===== config.mk =====
export PLATFORM = sky130hd
export DESIGN_NAME = stepper_chopper_pwm_control
export DESIGN_NICKNAME = d
export VERILOG_FILES = /design/src/chopper_pkg.sv /design/src/chop_if.sv /design/src/coil_chopper.sv /design/src/stepper_chopper_pwm_control.sv
export SDC_FILE = /design/constraint.sdc
export NUM_CORES = 1
export LEC_CHECK = 0
export BUFFER_PORTS_ARGS = -buffer_cell sky130_fd_sc_hd__clkbuf_2
export CORE_MARGIN = 4
export CORE_UTILIZATION = 60
export DETAILED_ROUTE_END_ITERATION = 16
export PLACE_DENSITY = 0.78
export SETUP_SLACK_MARGIN = 0.2
export SYNTH_ARGS = -nofsm -noshare
export SYNTH_HDL_FRONTEND = slang
export SYNTH_SLANG_ARGS = --single-unit

===== constraint.sdc =====
create_clock -name core_clk -period 5.3 [get_ports core_clk]
set_clock_uncertainty 0.15 [all_clocks]
set_input_delay 1.06 -clock core_clk [delete_from_list [all_inputs] [get_ports core_clk]]
set_output_delay 1.06 -clock core_clk [all_outputs]
set_load 0.02 [all_outputs]

===== src/chopper_pkg.sv =====
package chopper_pkg;
   localparam int ADDR_W = 4;
   localparam int DATA_W = 32;

   ////////////////////////////////////////////////////////////////////////////
   // register offsets
   localparam logic [3:0] OFS_CTRL    = 4'h0;
   localparam logic [3:0] OFS_PWMCONF = 4'h1;
   localparam logic [3:0] OFS_HOLD    = 4'h2;
   localparam logic [3:0] OFS_STATUS  = 4'h3;

   ////////////////////////////////////////////////////////////////////////////
   // field positions
   localparam int CTRL_OFF_TIME_SETTING_LSB  = 0;
   localparam int CTRL_TBL_LSB   = 4;
   localparam int CTRL_SPREAD    = 6;
   localparam int CTRL_AUTO      = 7;
   localparam int CONF_OFS_LSB   = 0;
   localparam int CONF_GRAD_LSB  = 8;
   localparam int CONF_FREQ_LSB  = 16;
   localparam int CONF_REG_LSB   = 18;
   localparam int CONF_SS_LSB    = 22;
   localparam int ST_OFS_LSB     = 0;
   localparam int ST_GRAD_LSB    = 8;
   localparam int ST_CORR_LSB    = 16;
   localparam int ST_MODE        = 25;

   ////////////////////////////////////////////////////////////////////////////
   // reset values
   localparam logic [7:0]  CTRL_RST = 8'ha3;
   localparam logic [23:0] CONF_RST = 24'h11_0024;
   localparam logic [4:0]  HOLD_RST = 5'h10;

   ////////////////////////////////////////////////////////////////////////////
   // timing in system clocks, correction limit in half steps
   localparam logic [10:0] PWM_CYC_0      = 11'h400;
   localparam logic [10:0] PWM_CYC_1      = 11'h2ab;
   localparam logic [10:0] PWM_CYC_2      = 11'h200;
   localparam logic [10:0] PWM_CYC_3      = 11'h19a;
   localparam logic [8:0]  BLANK_CLKS_0   = 9'h010;
   localparam logic [8:0]  BLANK_CLKS_1   = 9'h018;
   localparam logic [8:0]  BLANK_CLKS_2   = 9'h020;
   localparam logic [8:0]  BLANK_CLKS_3   = 9'h028;
   localparam logic [8:0]  SLOW_BASE_CLKS = 9'h00c;
   localparam logic [8:0]  SLOW_STEP_CLKS = 9'h020;
   localparam logic [8:0]  FAST_MAX_CLKS  = 9'h040;
   localparam logic signed [9:0] CORR_LIM = 10'sh1fe;

   ////////////////////////////////////////////////////////////////////////////
   // bridge gates: bit0 hs_a, bit1 ls_a, bit2 hs_b, bit3 ls_b
   localparam logic [3:0] GATES_OFF    = 4'h0;
   localparam logic [3:0] GATES_ON     = 4'h9;
   localparam logic [3:0] GATES_SLOW   = 4'ha;
   localparam logic [3:0] GATES_FAST   = 4'h6;
   localparam logic [3:0] GATES_BRK_HS = 4'h5;

   localparam logic [1:0] SS_NORMAL = 2'h0;
   localparam logic [1:0] SS_FREE   = 2'h1;
   localparam logic [1:0] SS_LS     = 2'h2;
   localparam logic [1:0] SS_HS     = 2'h3;

   typedef enum logic [1:0] {PH_ON, PH_SLOW1, PH_FAST, PH_SLOW2} phase_e;
endpackage


===== src/chop_if.sv =====
interface chop_if;
   logic       run;
   logic [3:0] off_time;
   logic [1:0] blank_sel;
   logic       comp;
   logic [3:0] gates;
   modport ctrl (output run, off_time, blank_sel, comp, input gates);
   modport coil (input run, off_time, blank_sel, comp, output gates);
endinterface


===== src/coil_chopper.sv =====
module coil_chopper #(
   parameter logic [8:0] FAST_CLKS = chopper_pkg::FAST_MAX_CLKS
) (
   input wire logic clk,   // system clock
   input wire logic rst_n, // synced reset, low active
   chop_if.coil     ch     // config in, gates out
);
   import chopper_pkg::*;

   phase_e     phase_reg, phase_next;
   logic [8:0] tmr_reg, tmr_next;
   logic [3:0] gate_reg, gate_next;
   logic [8:0] slow_clks;
   logic [8:0] blank_clks;
   logic       blank_over;

   ////////////////////////////////////////////////////////////////////////////
   always_comb begin
      slow_clks = SLOW_BASE_CLKS + 9'(ch.off_time) * SLOW_STEP_CLKS;
      unique case (ch.blank_sel)
         2'h0: blank_clks = BLANK_CLKS_0;
         2'h1: blank_clks = BLANK_CLKS_1;
         2'h2: blank_clks = BLANK_CLKS_2;
         2'h3: blank_clks = BLANK_CLKS_3;
      endcase
      blank_over = (tmr_reg >= blank_clks);
   end

   always_comb begin
      phase_next = phase_reg;
      tmr_next   = (tmr_reg == 9'h1ff) ? tmr_reg : tmr_reg + 9'h001;
      if (!ch.run) begin
         phase_next = PH_ON;
      end else begin
         unique case (phase_reg)
            PH_ON: if (blank_over && ch.comp) phase_next = PH_SLOW1;
            PH_SLOW1: if (tmr_reg >= slow_clks - 9'h001) phase_next = PH_FAST;
            PH_FAST: begin
               if ((blank_over && ch.comp) || tmr_reg >= FAST_CLKS - 9'h001) begin
                  phase_next = PH_SLOW2;
               end
            end
            PH_SLOW2: if (tmr_reg >= slow_clks - 9'h001) phase_next = PH_ON;
         endcase
      end
      // timer restarts at every switch, which also re-arms blanking
      if (phase_next != phase_reg || !ch.run) tmr_next = 9'h000;
      unique case (phase_next)
         PH_ON:    gate_next = GATES_ON;
         PH_FAST:  gate_next = GATES_FAST;
         default:  gate_next = GATES_SLOW;
      endcase
      if (!ch.run) gate_next = GATES_OFF;
   end

   always_ff @(posedge clk or negedge rst_n) begin
      if (!rst_n) begin
         phase_reg <= PH_ON;
         tmr_reg   <= 9'h000;
         gate_reg  <= GATES_OFF;
      end else begin
         phase_reg <= phase_next;
         tmr_reg   <= tmr_next;
         gate_reg  <= gate_next;
      end
   end

   assign ch.gates = gate_reg;

   ////////////////////////////////////////////////////////////////////////////
   // checks: phase dwell measured independently of the timer
   phase_e     ast_prev_reg;
   logic [8:0] ast_dwell_reg;
   always_ff @(posedge clk or negedge rst_n) begin
      if (!rst_n) begin
         ast_prev_reg  <= PH_ON;
         ast_dwell_reg <= 9'h000;
      end else begin
         ast_prev_reg  <= phase_reg;
         ast_dwell_reg <= (phase_reg != ast_prev_reg) ? 9'h001 : ast_dwell_reg + 9'h001;
      end
   end
endmodule


===== src/stepper_chopper_pwm_control.sv =====
// Implementation choices: the placing of the registers and the plain strobed port.
module stepper_chopper_pwm_control (
   input  wire logic                           core_clk,       // system clock
   input  wire logic                           nrst,           // async reset, low active
   input  wire logic [chopper_pkg::ADDR_W-1:0] reg_addr,       // register index
   input  wire logic [chopper_pkg::DATA_W-1:0] reg_wdata,      // write data
   input  wire logic                           reg_wr,         // write strobe
   input  wire logic                           reg_rd,         // read strobe
   output      logic [chopper_pkg::DATA_W-1:0] reg_rdata,      // read data, next cycle
   input  wire logic                           spread_pin,     // mode select pin
   input  wire logic                           comp_a,         // coil a current reached
   input  wire logic                           comp_b,         // coil b current reached
   input  wire logic                           fullstep_tick,  // one pulse per fullstep
   input  wire logic                           otp_grad_valid, // preload present
   input  wire logic [7:0]                     otp_grad,       // preload gradient
   output      logic [3:0]                     bridge_a,       // coil a gates
   output      logic [3:0]                     bridge_b        // coil b gates
);
   import chopper_pkg::*;

   ////////////////////////////////////////////////////////////////////////////
   // reset release
   logic [1:0] rst_sync_reg;
   logic       rst_n;

   always_ff @(posedge core_clk or negedge nrst) begin
      if (!nrst) begin
         rst_sync_reg <= 2'h0;
      end else begin
         rst_sync_reg <= {rst_sync_reg[0], 1'b1};
      end
   end
   assign rst_n = rst_sync_reg[1];

   function automatic logic [7:0] sat8(input logic signed [11:0] v);
      logic [7:0] r;
      if (v < 12'sh000) begin
         r = 8'h00;
      end else if (v > 12'sh0ff) begin
         r = 8'hff;
      end else begin
         r = v[7:0];
      end
      return r;
   endfunction

   ////////////////////////////////////////////////////////////////////////////
   // configuration registers
   logic [7:0]  ctrl_reg, ctrl_next;
   logic [23:0] conf_reg, conf_next;
   logic [4:0]  hold_reg, hold_next;
   logic        boot_reg, boot_next;

   always_comb begin
      ctrl_next = ctrl_reg;
      conf_next = conf_reg;
      hold_next = hold_reg;
      boot_next = 1'b1;
      // gradient preload caught once, first cycle after release
      if (!boot_reg && otp_grad_valid) conf_next[CONF_GRAD_LSB +: 8] = otp_grad;
      if (reg_wr) begin
         unique case (reg_addr)
            OFS_CTRL:    ctrl_next = reg_wdata[7:0];
            OFS_PWMCONF: conf_next = reg_wdata[23:0];
            OFS_HOLD:    hold_next = reg_wdata[4:0];
            default:     ;
         endcase
      end
   end

   always_ff @(posedge core_clk or negedge rst_n) begin
      if (!rst_n) begin
         ctrl_reg <= CTRL_RST;
         conf_reg <= CONF_RST;
         hold_reg <= HOLD_RST;
         boot_reg <= 1'b0;
      end else begin
         ctrl_reg <= ctrl_next;
         conf_reg <= conf_next;
         hold_reg <= hold_next;
         boot_reg <= boot_next;
      end
   end

   logic [3:0] off_time_setting;
   logic [1:0] blank_time_sel;
   logic       spread_cfg;
   logic       autoscale;
   logic [7:0] vpwm_offset_amp;
   logic [7:0] vpwm_gradient_amp;
   logic [1:0] vpwm_freq_sel;
   logic [3:0] reg_gradient;
   logic [1:0] standstill_option;
   logic [4:0] hold_current;

   assign off_time_setting  = ctrl_reg[CTRL_OFF_TIME_SETTING_LSB +: 4];
   assign blank_time_sel    = ctrl_reg[CTRL_TBL_LSB +: 2];
   assign spread_cfg        = ctrl_reg[CTRL_SPREAD];
   assign autoscale         = ctrl_reg[CTRL_AUTO];
   assign vpwm_offset_amp   = conf_reg[CONF_OFS_LSB +: 8];
   assign vpwm_gradient_amp = conf_reg[CONF_GRAD_LSB +: 8];
   assign vpwm_freq_sel     = conf_reg[CONF_FREQ_LSB +: 2];
   assign reg_gradient      = conf_reg[CONF_REG_LSB +: 4];
   assign standstill_option = conf_reg[CONF_SS_LSB +: 2];
   assign hold_current      = hold_reg;

   ////////////////////////////////////////////////////////////////////////////
   // mode select and scaling regulator
   logic              mode_reg, mode_next;
   logic signed [9:0] corr2_reg, corr2_next;
   logic              seen_reg, seen_next;
   logic [7:0]        tuned_ofs_reg, tuned_ofs_next;
   logic [7:0]        tuned_grad_reg, tuned_grad_next;
   logic [7:0]        amp_reg, amp_next;
   logic signed [9:0] step_s;
   logic signed [10:0] corr_sum;
   logic signed [8:0] corr_s;
   logic [13:0]       lin_prod;
   logic [7:0]        base_amp;
   logic              frozen;

   always_comb begin
      mode_next = spread_cfg ^ spread_pin;
      // regulation holds while current mode runs or target is zero
      frozen    = mode_reg || hold_current == 5'h00 || !autoscale;
      step_s    = {6'h00, reg_gradient};
      // correction kept in half steps: code G moves G/2 per fullstep
      corr_sum  = seen_reg ? 11'(corr2_reg) - 11'(step_s) : 11'(corr2_reg) + 11'(step_s);
      corr2_next = corr2_reg;
      if (fullstep_tick && !frozen) begin
         if (corr_sum > 11'(CORR_LIM)) begin
            corr2_next = CORR_LIM;
         end else if (corr_sum < -11'(CORR_LIM)) begin
            corr2_next = -CORR_LIM;
         end else begin
            corr2_next = corr_sum[9:0];
         end
      end
      // a comparator hit in the tick cycle still counts for the next step
      seen_next = (fullstep_tick ? 1'b0 : seen_reg) | comp_a | comp_b;
      corr_s    = 9'(corr2_reg >>> 1);
      lin_prod  = 14'(vpwm_offset_amp) * 14'({1'b0, hold_current} + 6'h01);
      // zero offset leaves the current setting out of the amplitude
      if (vpwm_offset_amp == 8'h00) begin
         base_amp = vpwm_gradient_amp;
      end else begin
         base_amp = sat8(12'(lin_prod[12:5]) + 12'(vpwm_gradient_amp));
      end
      amp_next = autoscale ? sat8($signed({4'h0, base_amp}) + 12'(corr_s)) : base_amp;
      // tuning seeds from the user settings
      tuned_ofs_next  = autoscale ? sat8($signed({4'h0, vpwm_offset_amp}) + 12'(corr_s))
                                  : vpwm_offset_amp;
      tuned_grad_next = autoscale ? sat8($signed({4'h0, vpwm_gradient_amp}) + 12'(corr_s >>> 2))
                                  : vpwm_gradient_amp;
   end

   always_ff @(posedge core_clk or negedge rst_n) begin
      if (!rst_n) begin
         mode_reg       <= 1'b0;
         corr2_reg      <= 10'sh000;
         seen_reg       <= 1'b0;
         tuned_ofs_reg  <= 8'h00;
         tuned_grad_reg <= 8'h00;
         amp_reg        <= 8'h00;
      end else begin
         mode_reg       <= mode_next;
         corr2_reg      <= corr2_next;
         seen_reg       <= seen_next;
         tuned_ofs_reg  <= tuned_ofs_next;
         tuned_grad_reg <= tuned_grad_next;
         amp_reg        <= amp_next;
      end
   end

   ////////////////////////////////////////////////////////////////////////////
   // voltage-mode pwm: the on pulse repeats in each half period, both bridge halves drive in both
   logic [10:0] pwm_cnt_reg, pwm_cnt_next;
   logic [10:0] pwm_cyc;
   logic [10:0] pwm_half;
   logic [10:0] pwm_pos;
   logic [18:0] duty_prod;
   logic        first_half;
   logic [3:0]  vpwm_gates;

   always_comb begin
      unique case (vpwm_freq_sel)
         2'h0: pwm_cyc = PWM_CYC_0;
         2'h1: pwm_cyc = PWM_CYC_1;
         2'h2: pwm_cyc = PWM_CYC_2;
         2'h3: pwm_cyc = PWM_CYC_3;
      endcase
      pwm_cnt_next = (pwm_cnt_reg >= pwm_cyc - 11'h001) ? 11'h000 : pwm_cnt_reg + 11'h001;
      pwm_half     = pwm_cyc >> 1;
      first_half   = pwm_cnt_reg < pwm_half;
      pwm_pos      = first_half ? pwm_cnt_reg : pwm_cnt_reg - pwm_half;
      duty_prod    = 19'(amp_reg) * 19'(pwm_half);
      // recirculation alternates low side and high side per half
      if (pwm_pos < duty_prod[18:8]) begin
         vpwm_gates = GATES_ON;
      end else begin
         vpwm_gates = first_half ? GATES_SLOW : GATES_BRK_HS;
      end
   end

   always_ff @(posedge core_clk or negedge rst_n) begin
      if (!rst_n) begin
         pwm_cnt_reg <= 11'h000;
      end else begin
         pwm_cnt_reg <= pwm_cnt_next;
      end
   end

   ////////////////////////////////////////////////////////////////////////////
   // current-mode choppers, one per coil
   logic [1:0] coil_comp;
   logic [3:0] coil_gates [2];

   assign coil_comp = {comp_b, comp_a};

   generate
      for (genvar i = 0; i < 2; i++) begin : g_coil
         chop_if ch ();
         assign ch.run       = mode_reg && off_time_setting != 4'h0;
         assign ch.off_time  = off_time_setting;
         assign ch.blank_sel = blank_time_sel;
         assign ch.comp      = coil_comp[i];
         assign coil_gates[i] = ch.gates;
         coil_chopper u_coil (
            .clk   (core_clk),
            .rst_n (rst_n),
            .ch    (ch)
         );
      end
   endgenerate

   ////////////////////////////////////////////////////////////////////////////
   // gate selection
   logic [3:0] bridge_a_reg, bridge_a_next;
   logic [3:0] bridge_b_reg, bridge_b_next;
   logic [3:0] ss_gates;

   always_comb begin
      unique case (standstill_option)
         SS_LS:   ss_gates = GATES_SLOW;
         SS_HS:   ss_gates = GATES_BRK_HS;
         default: ss_gates = GATES_OFF;
      endcase
      if (off_time_setting == 4'h0) begin
         bridge_a_next = GATES_OFF;
         bridge_b_next = GATES_OFF;
      end else if (mode_reg) begin
         bridge_a_next = coil_gates[0];
         bridge_b_next = coil_gates[1];
      end else if (hold_current == 5'h00 && standstill_option != SS_NORMAL) begin
         bridge_a_next = ss_gates;
         bridge_b_next = ss_gates;
      end else begin
         bridge_a_next = vpwm_gates;
         bridge_b_next = vpwm_gates;
      end
   end

   always_ff @(posedge core_clk or negedge rst_n) begin
      if (!rst_n) begin
         bridge_a_reg <= GATES_OFF;
         bridge_b_reg <= GATES_OFF;
      end else begin
         bridge_a_reg <= bridge_a_next;
         bridge_b_reg <= bridge_b_next;
      end
   end

   assign bridge_a = bridge_a_reg;
   assign bridge_b = bridge_b_reg;

   ////////////////////////////////////////////////////////////////////////////
   // register read
   logic [DATA_W-1:0] rdata_reg, rdata_next;

   always_comb begin
      rdata_next = 32'h0000_0000;
      if (reg_rd) begin
         unique case (reg_addr)
            OFS_CTRL:    rdata_next[7:0]  = ctrl_reg;
            OFS_PWMCONF: rdata_next[23:0] = conf_reg;
            OFS_HOLD:    rdata_next[4:0]  = hold_reg;
            OFS_STATUS: begin
               rdata_next[ST_OFS_LSB +: 8]  = tuned_ofs_reg;
               rdata_next[ST_GRAD_LSB +: 8] = tuned_grad_reg;
               rdata_next[ST_CORR_LSB +: 9] = corr_s;
               rdata_next[ST_MODE]          = mode_reg;
            end
            default:     ;
         endcase
      end
   end

   always_ff @(posedge core_clk or negedge rst_n) begin
      if (!rst_n) begin
         rdata_reg <= 32'h0000_0000;
      end else begin
         rdata_reg <= rdata_next;
      end
   end

   assign reg_rdata = rdata_reg;
endmodule


==> impl_metrics.yaml <==
worst_setup_path:
  critPathKind: "flop to flop"
  timing.rr.start: "hold_current[0]"
  cp-end-kind: "flop"
  r2r_end: "amp_reg[6]"
  r2r_slack_ns: -1.76
  start_kind: "flop"
  critPathArrivalTime_ns: 7.25
  critPathMaxStageDelay_ns: 0.55
  required_ns: 5.50
  crit_path_max_fanout: 8
  crit_family: "adder cells"
  cp_slowest_cell: "fa_1"
  cp.buffers_inverters: 5
  r2r_cells: 32
drt:
  drtAntennaViolNets: 0
  vias: 11200
  wire_per_inst_um: 18.6
  drc: 0
  drt_first_pass_iters: 5
  drt-total-wl_um: 35600
  drtIter0Drc: 624
  via_per_inst: 5.87
run_status:
  violations: "setup timing"
  run_status: "finished, violations left"
clock_network:
  path_clk_slew_ns: 0.07
  cts_tree: "built"
  insertion_delay_ns: 0.44
  cts-root-buf: "clkbuf_16"
  htreeDepth: 4
  cts_made_buffers: 17
  cts_buffer_depth: 2
  ctsHoldBuffers: 0
  cts.sinks: 151
timing:
  period_needed_ns: 7.06
  layout_setup_ws_ns: -1.76
  drv_slew: 0
  hold_viol: 0
  worst_pin_slew_ns: 1.05
  setup_violations: 16
  fmax_ghz: 0.142
  slew-limit-headroom_pct: 29.3
  rsz0062_at_grt: "true"
  min_period_over_period_pct: 133
die:
  die_y_um: 154
  initial_utilization_pct: 61.2
  die-area_mm2: 0.0238
  design.core.area_mm2: 0.0210
  fp-row-count: 53
  fp.dieW_um: 154
  ios: 93
global_route:
  grt_overflow: 0
  grtUsageMet3_pct: 4.34
  grt_pass1_vias: 11800
  antenna_found_initial: 1
  grt.busiest_layer: "met2"
  met1_usage_pct: 36.2
  grt_pass1_wl_um: 57400
  grt_max_degree: 116
  grt_use_met2_pct: 52.7
  grt_use_total_pct: 29.9
synthesis:
  seq_area_frac_synth_pct: 29.5
  async_flop_share_pct: 100
  yosysMostFrequentCell: "ha_1"
  ys_ff_latch: 151
  syn_inst: 1387
  yosysUniqueCellTypes: 70
  ys.flop_type: "dfrtp_1"
  avgSynthCellArea_um2: 9.27
  synth_area_leader_cell: "dfrtp_1"
  yosys-top-cells-area: "dfrtp_1, ha_1, fa_1"
  synth_common_cells: "ha_1, inv_1, dfrtp_1"
  synth-edff-count: 0
  yosys.area.top_type_share_pct: 27.6
  yosys_warnings: 0
  post_synth_instance_area_mm2: 0.0129
layout:
  fin_util_pct: 76.2
  drive_gt1_share_pct: 26.1
  fin_area_mm2: 0.0160
  nets: 1900
  filler_cell_count: 1342
  syn2layout_area_growth_pct: 24.5
  largest_reg_flops: 26
placed_design:
  gp_congestion: 0.913
  io_buffers: 78
  post-dp-hpwl_um: 25700
  dpl_cell_area_mm2: 0.0148
worst_hold_path:
  hp-class: "flop to async pin"
flow_run:
  maxCapViolations: 0
kinds of logic after synthesis:
| family | Yosys count | synth area share (%) |
|---|---|---|
| fa+ha+maj | 228 | 25.6 |
| xor+xnor | 86 | 5.86 |
| compound gates | 272 | 14.2 |
| mux | 37 | 3.51 |
| other cells | 2 | 0.0584 |
| buf+inv | 188 | 5.72 |
| flops | 151 | 29.5 |
| simple gates | 423 | 15.6 |
how the worst max path moves through the flow:
stage | endpoint | slack [ns] | cells after the start | from
2_1_floorplan | amp_reg[0] | -1.34 | 32 | hold_current[0]
4_1_cts | amp_reg[6] | -1.54 | 31 | hold_current[1]
6_report | amp_reg[6] | -1.76 | 32 | hold_current[0]
5_1_grt | amp_reg[0] | -2.03 | 35 | hold_current[0]
3_3_place_gp | amp_reg[0] | -1.52 | 31 | hold_current[1]
3_5_place_dp | amp_reg[1] | -1.75 | 32 | hold_current[1]
timing repair:
| action | in CTS | in global routing |
|---|---|---|
| setup buffers | 20 | 5 |
| endpoints found under the setup margin | 16 | 16 |
| resized for setup | 55 | 23 |
| pin swaps | 55 | 18 |
area by class of cell:
cell class                      count  area [um^2]  area share, %
Multi-Input combinational cell   1054         8980           56.1
Sequential cell                   151         3800           23.7
Timing Repair Buffer              252         1760           11.0
Inverter                          148          561           3.50
Clock buffer                       18          429           2.68
Tap cell                          275          344           2.15
Clock inverter                     14          139          0.867
Antenna cell                        1         2.50         0.0156
worst reg2reg max path, delay by kind of cell (launching register included):
family	cells	cell delay [ns]
XOR/XNOR	2	0.48
AO/OA/AOI/OAI	12	1.96
AND/OR/NAND/NOR	6	0.76
flip-flops	1	0.42
buffers and inverters	5	0.59
adder cells (fa/ha/maj)	7	2.60
layout by cell type (no fill, tap or decap), types with 8 or more instances in the layout:
master	netlist	routed
a211oi_1	9	8
a21o_1	17	17
a21oi_1	48	40
a221o_1	11	11
a22o_1	16	16
and2_1	44	36
and3_1	14	11
buf_4	6	165
clkbuf_16	0	17
clkbuf_2	0	78
conb_1	2	8
dfrtp_1	142	138
dfstp_2	9	9
fa_1	60	59
ha_1	163	146
ha_4	0	13
inv_1	147	138
mux2_2	15	15
mux2i_1	17	17
nand2_1	110	105
nand3_1	24	21
nor2_1	132	121
nor2_2	0	8
nor2b_1	24	23
nor3_1	32	29
o21a_1	13	13
o21ai_0	73	67
o21bai_1	8	8
o2bb2ai_1	10	9
or2_2	10	9
xnor2_1	47	43
xor2_1	39	36
layer usage:
| metal | up-vias | part of all wire (%) |
|---|---|---|
| met2 | 383 | 50 |
| met4 | 0 | 4.8 |
| li1 | 5222 | - |
| met3 | 122 | 5.2 |
| met5 | - | 0 |
| met1 | 5504 | 40 |
stage by stage:
step / instances / worst slack (ns) / hold WS (ns) / TNS [ns]
final: 1913 / -1.76 / 0.136 / -23.60
after global routing: 1913 / -2.03 / 0.171 / -28.34
after CTS: 1907 / -1.54 / 0.161 / -21.62
after detailed placement: 1855 / -1.75 / 0.156 / -24.76
after global placement: 1855 / -1.52 / 0.145 / -22.49
after floorplan: 1393 / -1.34 / 0.181 / -18.67
Power is left out: the tool's default activity adds up to more than one toggle a clock period on the data nets, which glitch-free logic cannot reach.
